File: config.mk
export PLATFORM = sky130hd
export DESIGN_NAME = clock_gen_and_reset_dist
export DESIGN_NICKNAME = d
export VERILOG_FILES = /design/src/hdl/clock_gen_pkg.sv /design/src/hdl/clock_gen_and_reset_dist.sv
export SDC_FILE = /design/constraint.sdc
export NUM_CORES = 1
export LEC_CHECK = 0
export BUFFER_PORTS_ARGS = -buffer_cell sky130_fd_sc_hd__buf_2
export CAP_MARGIN = 20
export CORE_ASPECT_RATIO = 1.2
export CORE_MARGIN = 2
export CORE_UTILIZATION = 44
export CTS_BUF_LIST = sky130_fd_sc_hd__clkbuf_8
export CTS_CLUSTER_SIZE = 10
export DETAILED_ROUTE_END_ITERATION = 8
export HOLD_SLACK_MARGIN = 0.12
export PLACE_DENSITY_LB_ADDON = 0.2
export SLEW_MARGIN = 20
export SYNTH_ARGS = -nofsm -noshare
export SYNTH_HDL_FRONTEND = slang
export SYNTH_SLANG_ARGS = --single-unit
File: constraint.sdc
create_clock -name clk_sys_i -period 2.65 [get_ports clk_sys_i]
set_input_delay 0 -clock clk_sys_i [delete_from_list [all_inputs] [get_ports clk_sys_i]]
set_output_delay 0 -clock clk_sys_i [all_outputs]
set_load 0.1 [all_outputs]
File: src/hdl/clock_gen_pkg.sv
// Package with register map, field layout, reset values and timing counts of the clock block.
package clock_gen_pkg;
    // Register indices on the plain register port.
    localparam logic [3:0] PRIMARY_MODE_CONFIG_ADDR = 4'h0;
    localparam logic [3:0] LINE_XCVR_CONFIG_ONE_ADDR = 4'h1;
    localparam logic [3:0] BLOCK_RESET_REGISTER_ADDR = 4'h2;
    localparam logic [3:0] CLOCK_STATUS_ADDR = 4'h3;

    // Field positions inside primary_mode_config.
    localparam int MCU_SEL_LSB = 0;
    localparam int CLOCK_DOUBLE_SELECT_BIT = 2;
    localparam int RESET_SOURCE_SELECT_LSB = 3;
    // Field position inside line_xcvr_config_one.
    localparam int PLL_INTEGRATOR_DISABLE_BIT = 0;

    // Reset values.
    localparam logic [7:0] PRIMARY_MODE_CONFIG_RST = 8'h00;
    localparam logic [7:0] LINE_XCVR_CONFIG_ONE_RST = 8'h00;
    localparam logic [7:0] BLOCK_RESET_REGISTER_RST = 8'h00;

    // Controller clock divider selections.
    localparam logic [1:0] MCU_DIV1 = 2'h0;
    localparam logic [1:0] MCU_DIV2 = 2'h1;
    localparam logic [1:0] MCU_DIV8 = 2'h2;
    localparam logic [1:0] MCU_OFF = 2'h3;

    // Reset output function selections.
    localparam logic [1:0] RSS_NONE = 2'h0;
    localparam logic [1:0] RSS_STROBE = 2'h1;
    localparam logic [1:0] RSS_WAKE = 2'h2;
    localparam logic [1:0] RSS_WATCHDOG = 2'h3;

    // Clock rates; the oscillator strobe marks quarter periods of the master clock.
    localparam int MASTER_CLOCK_KHZ = 15360;
    localparam int DATA_CLOCK_KHZ = 1536;
    localparam int FRAME_SYNC_KHZ = 8;
    localparam int QUARTERS_PER_MASTER = 4;
    localparam int DCL_QUARTERS = QUARTERS_PER_MASTER * MASTER_CLOCK_KHZ / DATA_CLOCK_KHZ;
    localparam int DCL_PER_FRAME = DATA_CLOCK_KHZ / FRAME_SYNC_KHZ;
    localparam int DEV_LIMIT_DEFAULT = 6;

    // Internal reset pulse: between 125 us and 250 us, timed by frame sync edges.
    localparam int RST_PULSE_MIN_US = 125;
    localparam int RST_PULSE_MAX_US = 250;
    localparam int FRAME_PERIOD_US = 1000 / FRAME_SYNC_KHZ;
    localparam logic [1:0] RST_PULSE_FRAMES = 2'(RST_PULSE_MAX_US / FRAME_PERIOD_US);
endpackage

File: src/hdl/clock_gen_and_reset_dist.sv
// Clock generation from the oscillator, line-locked highway clocks and reset distribution.
//
// The implementer's own choices: the address map and the address-and-strobe port.
`timescale 1ns/10ps
module clock_gen_and_reset_dist #(
    parameter int DEV_LIMIT = clock_gen_pkg::DEV_LIMIT_DEFAULT,
    parameter int NUM_BLOCKS = 4
) (
    input wire logic clk_sys_i,
    input wire logic rst_i,
    input wire logic ce_i,
    input wire logic osc_quarter_i,
    input wire logic line_pulse_i,
    input wire logic ci_change_i,
    input wire logic subscriber_wake_in_n_i,
    input wire logic watchdog_expire_i,
    input wire logic data_strobe_i,
    input wire logic [3:0] reg_addr_i,
    input wire logic [7:0] reg_wdata_i,
    input wire logic reg_wr_i,
    input wire logic reg_rd_i,
    output logic [7:0] reg_rdata_o,
    output logic frame_sync_o,
    output logic highway_data_clock_o,
    output logic highway_bit_clock_o,
    output logic line_tx_tick_o,
    output logic mcu_clk_o,
    output logic mcu_clk_oe_o,
    output logic reset_out_or_strobe_n_o,
    output logic [NUM_BLOCKS-1:0] block_rst_o
);
    localparam int DCLQ = clock_gen_pkg::DCL_QUARTERS;
    localparam int FPOS = clock_gen_pkg::DCL_PER_FRAME;
    localparam int QM = clock_gen_pkg::QUARTERS_PER_MASTER;

    generate
        if (DEV_LIMIT < 1 || DEV_LIMIT > 15 || NUM_BLOCKS < 1 || NUM_BLOCKS > 8) begin : g_bad
            $error("clock_gen_and_reset_dist: unsupported parameter values");
        end
    endgenerate

    typedef enum {PD_NONE, PD_LONG, PD_SHORT} corr_t;

    logic [7:0] mode_reg;
    logic [7:0] xcvr_reg;
    logic [7:0] bres_reg;
    logic [5:0] qcnt_reg;
    logic [7:0] fpos_reg;
    logic [7:0] fpos_next;
    corr_t corr_reg;
    logic [3:0] dev_cnt_reg;
    logic dev_dir_reg;
    logic [4:0] mcu_cnt_reg;
    logic rst_hold_reg;
    logic [1:0] pulse_cnt_reg;
    logic wake_d_reg;
    logic [5:0] period_len;
    logic period_end;
    logic bclk_fall;
    logic dev_evt;
    logic dev_dir;
    logic [3:0] dev_cnt_new;
    logic corr_set;
    logic rst_evt;
    logic [1:0] rss;
    logic intd;

    assign rss = mode_reg[clock_gen_pkg::RESET_SOURCE_SELECT_LSB +: 2];
    assign intd = xcvr_reg[clock_gen_pkg::PLL_INTEGRATOR_DISABLE_BIT];

    // Half period of the controller clock, in oscillator quarter strobes.
    function automatic logic [4:0] mcu_half(input logic [1:0] sel, input logic dbl);
        logic [4:0] h;
        h = 5'h02;
        unique case (sel)
            clock_gen_pkg::MCU_DIV1: h = 5'h02;
            clock_gen_pkg::MCU_DIV2: h = 5'h04;
            clock_gen_pkg::MCU_DIV8: h = 5'h10;
            clock_gen_pkg::MCU_OFF: h = 5'h02;
        endcase
        return dbl ? (h >> 1) : h;
    endfunction

    // Register port. The source select is frozen once the watchdog is chosen.
    always_ff @(posedge clk_sys_i) begin
        if (rst_i) begin
            mode_reg <= clock_gen_pkg::PRIMARY_MODE_CONFIG_RST;
            xcvr_reg <= clock_gen_pkg::LINE_XCVR_CONFIG_ONE_RST;
            bres_reg <= clock_gen_pkg::BLOCK_RESET_REGISTER_RST;
        end else if (ce_i && reg_wr_i) begin
            unique case (reg_addr_i)
                clock_gen_pkg::PRIMARY_MODE_CONFIG_ADDR: begin
                    mode_reg[2:0] <= reg_wdata_i[2:0];
                    if (rss != clock_gen_pkg::RSS_WATCHDOG) begin
                        mode_reg[4:3] <= reg_wdata_i[4:3];
                    end
                end
                clock_gen_pkg::LINE_XCVR_CONFIG_ONE_ADDR: xcvr_reg <= {7'h00, reg_wdata_i[0]};
                clock_gen_pkg::BLOCK_RESET_REGISTER_ADDR: bres_reg <= reg_wdata_i;
                default: ;
            endcase
        end
    end

    always_ff @(posedge clk_sys_i) begin
        if (rst_i) begin
            reg_rdata_o <= 8'h00;
        end else if (ce_i) begin
            reg_rdata_o <= 8'h00;
            if (reg_rd_i) begin
                unique case (reg_addr_i)
                    clock_gen_pkg::PRIMARY_MODE_CONFIG_ADDR: reg_rdata_o <= {3'h0, mode_reg[4:0]};
                    clock_gen_pkg::LINE_XCVR_CONFIG_ONE_ADDR: reg_rdata_o <= xcvr_reg;
                    clock_gen_pkg::BLOCK_RESET_REGISTER_ADDR: reg_rdata_o <= bres_reg;
                    clock_gen_pkg::CLOCK_STATUS_ADDR: reg_rdata_o <= {dev_cnt_reg,
                        pulse_cnt_reg != 2'h0, rst_hold_reg, corr_reg == PD_SHORT,
                        corr_reg == PD_LONG};
                    default: reg_rdata_o <= 8'h00;
                endcase
            end
        end
    end

    // one master period; a too late shortening would overrun, so it waits a period
    always_comb begin
        unique case (corr_reg)
            PD_NONE: period_len = 6'(DCLQ);
            PD_LONG: period_len = 6'(DCLQ + QM);
            PD_SHORT: period_len = (qcnt_reg >= 6'(DCLQ - QM)) ? 6'(DCLQ) : 6'(DCLQ - QM);
        endcase
    end

    // all timing advances on oscillator strobes only
    assign period_end = ce_i && osc_quarter_i && (qcnt_reg == period_len - 6'h01);
    assign fpos_next = (fpos_reg == 8'(FPOS - 1)) ? 8'h00 : fpos_reg + 8'h01;
    assign bclk_fall = period_end && highway_bit_clock_o && fpos_next[0];

    // one chain: data clock period counter, then frame position
    always_ff @(posedge clk_sys_i) begin
        if (rst_i) begin
            qcnt_reg <= 6'h00;
            fpos_reg <= 8'h00;
        end else if (ce_i && osc_quarter_i) begin
            qcnt_reg <= period_end ? 6'h00 : qcnt_reg + 6'h01;
            if (period_end) begin
                fpos_reg <= fpos_next;
            end
        end
    end

    // highway clocks from the chain position
    always_ff @(posedge clk_sys_i) begin
        if (rst_i) begin
            highway_data_clock_o <= 1'b1;
            highway_bit_clock_o <= 1'b1;
            frame_sync_o <= 1'b1;
            line_tx_tick_o <= 1'b0;
        end else if (ce_i) begin
            line_tx_tick_o <= 1'b0;
            if (period_end) begin
                highway_data_clock_o <= 1'b1;
                highway_bit_clock_o <= ~fpos_next[0];
                frame_sync_o <= fpos_next < 8'h02;
                // transmit tick from the recovered clock
                line_tx_tick_o <= 1'b1;
            end else if (osc_quarter_i && qcnt_reg == 6'(DCLQ / 2 - 1)) begin
                highway_data_clock_o <= 1'b0;
            end
        end
    end

    // Phase detector: a pulse in the first half of the frame means local is ahead.
    assign dev_evt = ce_i && line_pulse_i && fpos_reg != 8'h00;
    assign dev_dir = fpos_reg < 8'(FPOS / 2);
    assign dev_cnt_new = (dev_cnt_reg != 4'h0 && dev_dir == dev_dir_reg) ?
        dev_cnt_reg + 4'h1 : 4'h1;
    assign corr_set = dev_evt && (intd || dev_cnt_new == 4'(DEV_LIMIT));

    always_ff @(posedge clk_sys_i) begin
        if (rst_i) begin
            dev_cnt_reg <= 4'h0;
            dev_dir_reg <= 1'b0;
        end else if (ce_i && line_pulse_i) begin
            dev_dir_reg <= dev_dir;
            dev_cnt_reg <= (!dev_evt || corr_set) ? 4'h0 : dev_cnt_new;
        end
    end

    // pending correction; a new request wins over the clear at period end
    always_ff @(posedge clk_sys_i) begin
        if (rst_i) begin
            corr_reg <= PD_NONE;
        end else if (ce_i) begin
            if (period_end && (corr_reg != PD_SHORT || qcnt_reg != 6'(DCLQ - 1))) begin
                corr_reg <= PD_NONE;
            end
            if (corr_set) begin
                corr_reg <= dev_dir ? PD_LONG : PD_SHORT;
            end
        end
    end

    // controller clock runs from the oscillator alone, no correction
    always_ff @(posedge clk_sys_i) begin
        if (rst_i) begin
            mcu_cnt_reg <= 5'h00;
            mcu_clk_o <= 1'b0;
            mcu_clk_oe_o <= 1'b1;
        end else if (ce_i) begin
            // field 11 stops the controller clock
            mcu_clk_oe_o <= mode_reg[1:0] != clock_gen_pkg::MCU_OFF;
            if (mode_reg[1:0] == clock_gen_pkg::MCU_OFF) begin
                mcu_clk_o <= 1'b0;
                mcu_cnt_reg <= 5'h00;
            end else if (osc_quarter_i) begin
                if (mcu_cnt_reg >= mcu_half(mode_reg[1:0],
                        mode_reg[clock_gen_pkg::CLOCK_DOUBLE_SELECT_BIT]) - 5'h01) begin
                    mcu_cnt_reg <= 5'h00;
                    mcu_clk_o <= ~mcu_clk_o;
                end else begin
                    mcu_cnt_reg <= mcu_cnt_reg + 5'h01;
                end
            end
        end
    end

    assign rst_evt = ce_i && (((rss == clock_gen_pkg::RSS_WAKE) &&
        (ci_change_i || (wake_d_reg && !subscriber_wake_in_n_i))) ||
        ((rss == clock_gen_pkg::RSS_WATCHDOG) && watchdog_expire_i));

    // pulse ends at the second frame sync start, 125 to 250 us later
    always_ff @(posedge clk_sys_i) begin
        if (rst_i) begin
            pulse_cnt_reg <= 2'h0;
            wake_d_reg <= 1'b1;
        end else if (ce_i) begin
            wake_d_reg <= subscriber_wake_in_n_i;
            if (period_end && fpos_next == 8'h00 && pulse_cnt_reg != 2'h0) begin
                pulse_cnt_reg <= pulse_cnt_reg - 2'h1;
            end
            if (rst_evt) begin
                pulse_cnt_reg <= clock_gen_pkg::RST_PULSE_FRAMES;
            end
        end
    end

    // hold the hardware reset until a falling bit clock edge
    always_ff @(posedge clk_sys_i) begin
        if (rst_i) begin
            rst_hold_reg <= 1'b1;
        end else if (bclk_fall) begin
            rst_hold_reg <= 1'b0;
        end
    end

    // reset output; hardware reset overrides every selection
    always_ff @(posedge clk_sys_i) begin
        if (rst_i) begin
            reset_out_or_strobe_n_o <= 1'b0;
        end else if (ce_i) begin
            if (rst_hold_reg) begin
                reset_out_or_strobe_n_o <= 1'b0;
            end else if (rss == clock_gen_pkg::RSS_STROBE) begin
                reset_out_or_strobe_n_o <= data_strobe_i;
            end else begin
                reset_out_or_strobe_n_o <= pulse_cnt_reg == 2'h0;
            end
        end
    end

    // block resets follow the hardware reset and their bits
    always_ff @(posedge clk_sys_i) begin
        if (rst_i) begin
            block_rst_o <= '1;
        end else if (ce_i) begin
            block_rst_o <= bres_reg[NUM_BLOCKS-1:0];
        end
    end
endmodule

---- Word-level counts from Yosys, hierarchy flattened ----
Cells that the tools add are included.
cells by class
  add/subtract/negate cells ............... 7
  $lt $le $gt $ge ......................... 4
  equal/unequal tests ..................... 22
  multiplexer cells ....................... 30
  bitwise logic cells ..................... 2
  reductions and logical operators ........ 48
operator list
  kind                                                     count
  == test 32 x 2 -> 1 bit (second input constant)          2
  two-way mux 32 bit                                       2
  two-way mux 5 bit                                        8
  == test 32 x 1 -> 1 bit (second input constant)          1
  == test 32 x 3 -> 1 bit (second input constant)          1
  logical NOT 32 bit                                       1
  inequality test 32 x 3 -> 1 bit (second input constant)  1
  one-hot mux 8 bit (4 select lines)                       1
  one-hot mux 6 bit (3 select lines)                       1
  AND reduction 2 bit                                      9
  logical AND 1 bit                                        17
  two-way mux 8 bit                                        2
  one-hot mux 5 bit (3 select lines)                       1
  two-way mux 4 bit                                        3
  nonzero test 2 bit                                       6
  adder 8 x 1 -> 8 bit (second input constant)             1
  == test 2 bit (second input constant)                    4
  == test 4 x 2 -> 1 bit (second input constant)           2
  == test 8 bit (second input constant)                    1
  logical NOT 8 bit                                        1
  < comparator 8 x 2 -> 1 bit (second input constant)      1
  < comparator 8 x 7 -> 1 bit (second input constant)      1
  two-way mux 1 bit                                        8
  nonzero test 8 bit                                       1
  other kinds (25)                                         37
word-level totals
  flip-flop bits (word level) ............. 93
  input port bits ......................... 23
  output and inout bits ................... 19
  word-level logic and storage cells ...... 135

---- Depth between registers and ports, before layout ----
  word-level depth ........................ 12
  gate-level depth with buffers ........... 12
  gate-level depth less buffers ........... 12

---- Least setup slack after synthesis ----
OpenSTA, ideal clock, no wires.
  path type ............................... register to register
  from .................................... register corr_reg[0]
  to ...................................... register fpos_reg[5]
  library setup time ...................... 70 ps
  data arrival time ....................... 2291 ps
  path slack .............................. 289 ps
  cell stages (with the launch flop) ...... 10
  path buffers ............................ 1
  clock period less this slack ............ 2361 ps
  path through ............................ dfxtp_1 -> inv_1 -> ha_1 -> or4b_1 -> a31oi_1 -> xnor2_1 -> or2_1 -> buf_6 -> or4_1 -> a21oi_1
between the ends
  word-level cells in the longest chain between the ends .. 6
  elaborated cells between the ends (all ways) .. 8
  those cells by class .................... 1 x add/sub; 3 x eq/ne; 1 x mux; 3 x reduce/logical
RTL lines
  element                                          RTL line                         source
  start, declared                                  clock_gen_and_reset_dist.sv:50   corr_t corr_reg;
  start signal, assigned                           clock_gen_and_reset_dist.sv:198  corr_reg <= dev_dir ? PD_LONG : PD_SHORT;
  == test 32 x 2 -> 1 bit (tied with other cells)  clock_gen_and_reset_dist.sv:126  unique case (corr_reg)
  one-hot mux 6 bit (3 select lines) (*)           clock_gen_and_reset_dist.sv:126
  subtractor 6 x 1 -> 6 bit (*)                    clock_gen_and_reset_dist.sv:134  assign period_end = ce_i && osc_quarter_i && (qcnt_reg == period_len - 6'h01);
  == test 6 bit (*)                                clock_gen_and_reset_dist.sv:134
  logical AND 1 bit (*)                            clock_gen_and_reset_dist.sv:134
  AND reduction 2 bit (no source line) (*)         n/a
  end signal, assigned                             clock_gen_and_reset_dist.sv:146  fpos_reg <= fpos_next;
  end, declared                                    clock_gen_and_reset_dist.sv:48   logic [7:0] fpos_reg;
Every way passes the cells marked *; elsewhere a longest branch is shown, timed or not. The select of a mux whose other input is x is not followed.
A chain may end at the register's enable or synchronous reset.

---- Worst setup path in the final report ----
  from .................................... register corr_reg[1]
  to ...................................... register reg_rdata_o[0]
between the ends
  word-level cells in the longest chain between the ends .. 3
RTL lines
  element                             RTL line                         source
  == test 32 x 2 -> 1 bit             clock_gen_and_reset_dist.sv:117  corr_reg == PD_LONG};
  one-hot mux 8 bit (4 select lines)  clock_gen_and_reset_dist.sv:111  unique case (reg_addr_i)
  two-way mux 8 bit                   clock_gen_and_reset_dist.sv:110  if (reg_rd_i) begin
  end signal, assigned                clock_gen_and_reset_dist.sv:112  clock_gen_pkg::PRIMARY_MODE_CONFIG_ADDR: reg_rdata_o <= {3'h0, mode_reg[4:0]};
  end signal, assigned                clock_gen_and_reset_dist.sv:113  clock_gen_pkg::LINE_XCVR_CONFIG_ONE_ADDR: reg_rdata_o <= xcvr_reg;
  end signal, assigned                clock_gen_and_reset_dist.sv:114  clock_gen_pkg::BLOCK_RESET_REGISTER_ADDR: reg_rdata_o <= bres_reg;
  end, declared                       clock_gen_and_reset_dist.sv:22   output logic [7:0] reg_rdata_o,
No other way between the ends.

==> impl_results.md <==
* Setup Total Neg Slack at 0 ns
* Via total after detailed routing at 3,021
* Die X-Extent at 84.11 microns
* I/O Pins at 42
* TritonCTS clock tree: built
* Rel. slew slack at 0.6105
* Unique masters post-synth at 49
* Final hold viol count at 0
* Antenna cell count at 0
* Power share of the clock group at 0.457
* Largest net degree at the start of global routing at 27
* Fraction of layout instances using a drive strength above 1 at 0.1674
* Crit path max-delay cell type: sky130_fd_sc_hd__dlygate4sd3_1
* DRT antenna net count at 0
* Dominant cell type by count on the critical path: sky130_fd_sc_hd__dlygate4sd3_1
* Initial standard-cell utilization of the core at 0.4472
* Number of instances in the synthesized netlist at 404
* Multi-input gate area in the final layout at 1952 sq um
* Die extent in y at 100.1 microns
* First-pass GRT wire length at 13.43 mm
* Net switching component of the power at 0.5409 mW
* Largest buffer count on any clock path at 2
* Worst-margin pin slew at 0.5825 ns
* IO Port Bufs at 41
* Core region area at 7576 sq um
* Via count normalized by instance count at 5.356
* Data required time of the critical path at 2.90 ns
* Peak per-stage delay on the critical path at 0.58 ns
* Worst path buffer plus inverter count at 3
* Num CTS Buffers at 9
* CP delay by family, top: buffers and inverters
* Final HPWL from detailed placement at 5.491 mm
* Post-synthesis cell area at 3388 sq um
* TritonCTS sink count at 63
* Combinational Power Share at 0.089
* Areal power density over the cells at 511.4 nW/um^2
* Filler cell count at 697
* Sw Share at 0.2534
* Standard-cell row count at 35
* RSZ-0062 raised after global routing: yes
* Post-route clock period utilization at 0.9476
* Post-synthesis to final-layout area growth at 23.19%
* Maximum Capacitance Violations at 0
* DRC violation total after the first TritonRoute iteration at 98
* Most common cell after layout, fill and taps aside: sky130_fd_sc_hd__dfxtp_1
* Run status: finished, final reports clean
* Cell-internal power at 1.594 mW
* Shortest period the worst path allows at 2.511 ns
* Most common flop cell mapped by yosys: sky130_fd_sc_hd__dfxtp_1
* Count of unresolved DRC violations after routing at 0
* First-pass iteration count of the detailed router at 4
* Crit path DAT at 2.76 ns
* Library cell used as clock root buffer: sky130_fd_sc_hd__clkbuf_8
* CTS clock-pin slew for the worst setup and hold paths at 0.08 ns
* Synthesized area divided by synthesized cell count at 8.387 sq um
* Routed WL per cell at 14.00 microns
* Antenna violations before repair at 0
* Synthesized flop and latch total at 63
* Relative contribution of sequential cells to total power at 0.453
* Htree depth at 3
* Setup clock skew after layout at 0.009410 ns
* Endpoints failing setup at 0
* Number of pins exceeding their max-slew limit in the final report at 0
* Aggregate global routing overflow at 0
* Cell Chain, Critical Path: inv_1 -> ha_1 -> mux4_2 -> nand4_1 -> dlygate4sd3_1 -> a21oi_1 -> dlygate4sd3_1
* Synthesized net count at 449
* Type of origin of the critical path: flip-flop
* WS Path Type: reg -> reg
* Count of synthesis-stage warnings from yosys at 0
* Total detailed-routing wirelength at 7.895 mm
* Final GP Congestion at 0.8523
* Worst hold-check path type: in -> reg
* Sequential cell area fraction in the yosys report at 0.3722
* Worst Setup End Kind: flip-flop
* Flip-flop and latch area at 1266 sq um
* Number of nets in the finished design at 512
* Clock latency reported for the late side of the worst-skew pair at 0.36 ns
* Area of the die at 8421 sq um
* Post-synth EDFFs at 0
* Fraction of synthesis flops using an asynchronous set or reset pin at 0
* Biggest fanout along the worst timing path at 3
* Via count of the first global-routing pass at 2,943
* Register-to-register setup slack at 0.14 ns
* Overall Global Routing Usage at 0.1985
* Upper clock frequency limit at 398.2 MHz
* Most frequent cells in the layout: 61 x sky130_fd_sc_hd__dfxtp_1, 41 x sky130_fd_sc_hd__buf_2, 39 x sky130_fd_sc_hd__nand2_1
* Worst IR Drop VDD at 0.0004435 V
* Leakage at 1.692 nW
* Hold_ws at 0.1313 ns
## routing by layer
layer	global-route usage	vias up	wire [microns]
li1	-	1531	-
met1	0.2381	1431	3471
met2	0.3346	48	4046
met3	0.04441	11	259
met4	0.09926	0	117
met5	0	-	0
## cells by family after synthesis
kind of cell / Yosys count / share of synthesized area
XOR/XNOR: 17 / 0.04394
AND/OR/NAND/NOR: 146 / 0.2194
AO/OA/AOI/OAI: 92 / 0.1676
flip-flops: 63 / 0.3722
multiplexers: 19 / 0.06093
buffers and inverters: 45 / 0.05465
adder cells (fa/ha/maj): 22 / 0.08124
## per-stage QoR
stage | power, mW | utilization | area [sq um] | worst slack [ns] | cells
after floorplan | 1.106 | - | 3388 | 0.2890 | 404
final | 2.134 | 0.5510 | 4174 | 0.1390 | 564
after CTS | 2.151 | 0.5480 | 4151 | 0.07659 | 563
after global placement | 1.151 | 0.4819 | 3651 | 0.1451 | 520
after detailed placement | 1.152 | 0.4819 | 3651 | 0.1019 | 520
after global routing | 2.215 | 0.5510 | 4174 | 0.003372 | 564
## synthesized netlist by cell type, drive strengths merged (3+ instances only)
cell type	n	area share
ha	22	0.081
a21oi	31	0.046
buf	5	0.010
o211ai	3	0.0066
nand3b	5	0.011
or2	5	0.0092
o21ai	23	0.034
mux2	3	0.010
a22oi	6	0.013
xnor2	7	0.018
clkbuf	18	0.020
mux2i	15	0.044
xor2	10	0.026
or4	4	0.0089
dfxtp	63	0.37
o31ai	3	0.0066
nor3	5	0.0074
a21o	6	0.013
nor2	34	0.038
nand3	12	0.018
nor2b	7	0.013
inv	22	0.024
nand4	7	0.013
nand2b	11	0.020
nand2	39	0.043
nor3b	3	0.0066
or3	3	0.0055
a211oi	4	0.0089
a211o	5	0.013
## repair_timing
| item | 4_1_cts | 5_1_grt |
|---|---|---|
| endpoints found under the hold margin | 31 | 0 |
| hold buffers | 27 | 0 |
| buffers inserted | 0 | 1 |
| endpoints found under the setup margin | 0 | 10 |
| resized for setup | 0 | 6 |
## power by group through the flow
stage	clock network, mW	logic, mW	registers, mW
6_report	0.976	0.191	0.967
3_3_place_gp	0	0.161	0.989
2_1_floorplan	0	0.0779	1.03
4_1_cts	0.997	0.186	0.968
3_5_place_dp	0	0.162	0.990
5_1_grt	1.04	0.207	0.969
## cell type report
| class | count | share of cell area |
|---|---|---|
| Tap cell | 92 | 0.02758 |
| Sequential cell | 63 | 0.3034 |
| Clock inverter | 6 | 0.02218 |
| Timing Repair Buffer | 75 | 0.1265 |
| Clock buffer | 10 | 0.03297 |
| Inverter | 22 | 0.01978 |
| Multi-Input combinational cell | 296 | 0.4676 |
## worst reg2reg max path, delay by kind of cell (launching register included)
kind | cells | cell delay [ns]
multiplexers | 1 | 0.49
adder cells (fa/ha/maj) | 1 | 0.19
flip-flops | 1 | 0.36
AND/OR/NAND/NOR | 1 | 0.10
AO/OA/AOI/OAI | 1 | 0.06
buffers and inverters | 3 | 1.21
## path summary, 6_finish.rpt
path	startpoint	endpoint	cells past startpoint
max	corr_reg[1]	reg_rdata_o[0]	7
min	reg_addr_i[0]	reg_rdata_o[5]	3
max reg2reg	corr_reg[1]	reg_rdata_o[0]	7
min reg2reg	reg_rdata_o[3]	reg_rdata_o[3]	2
No activity file was read; power rests on OpenSTA's default activity.
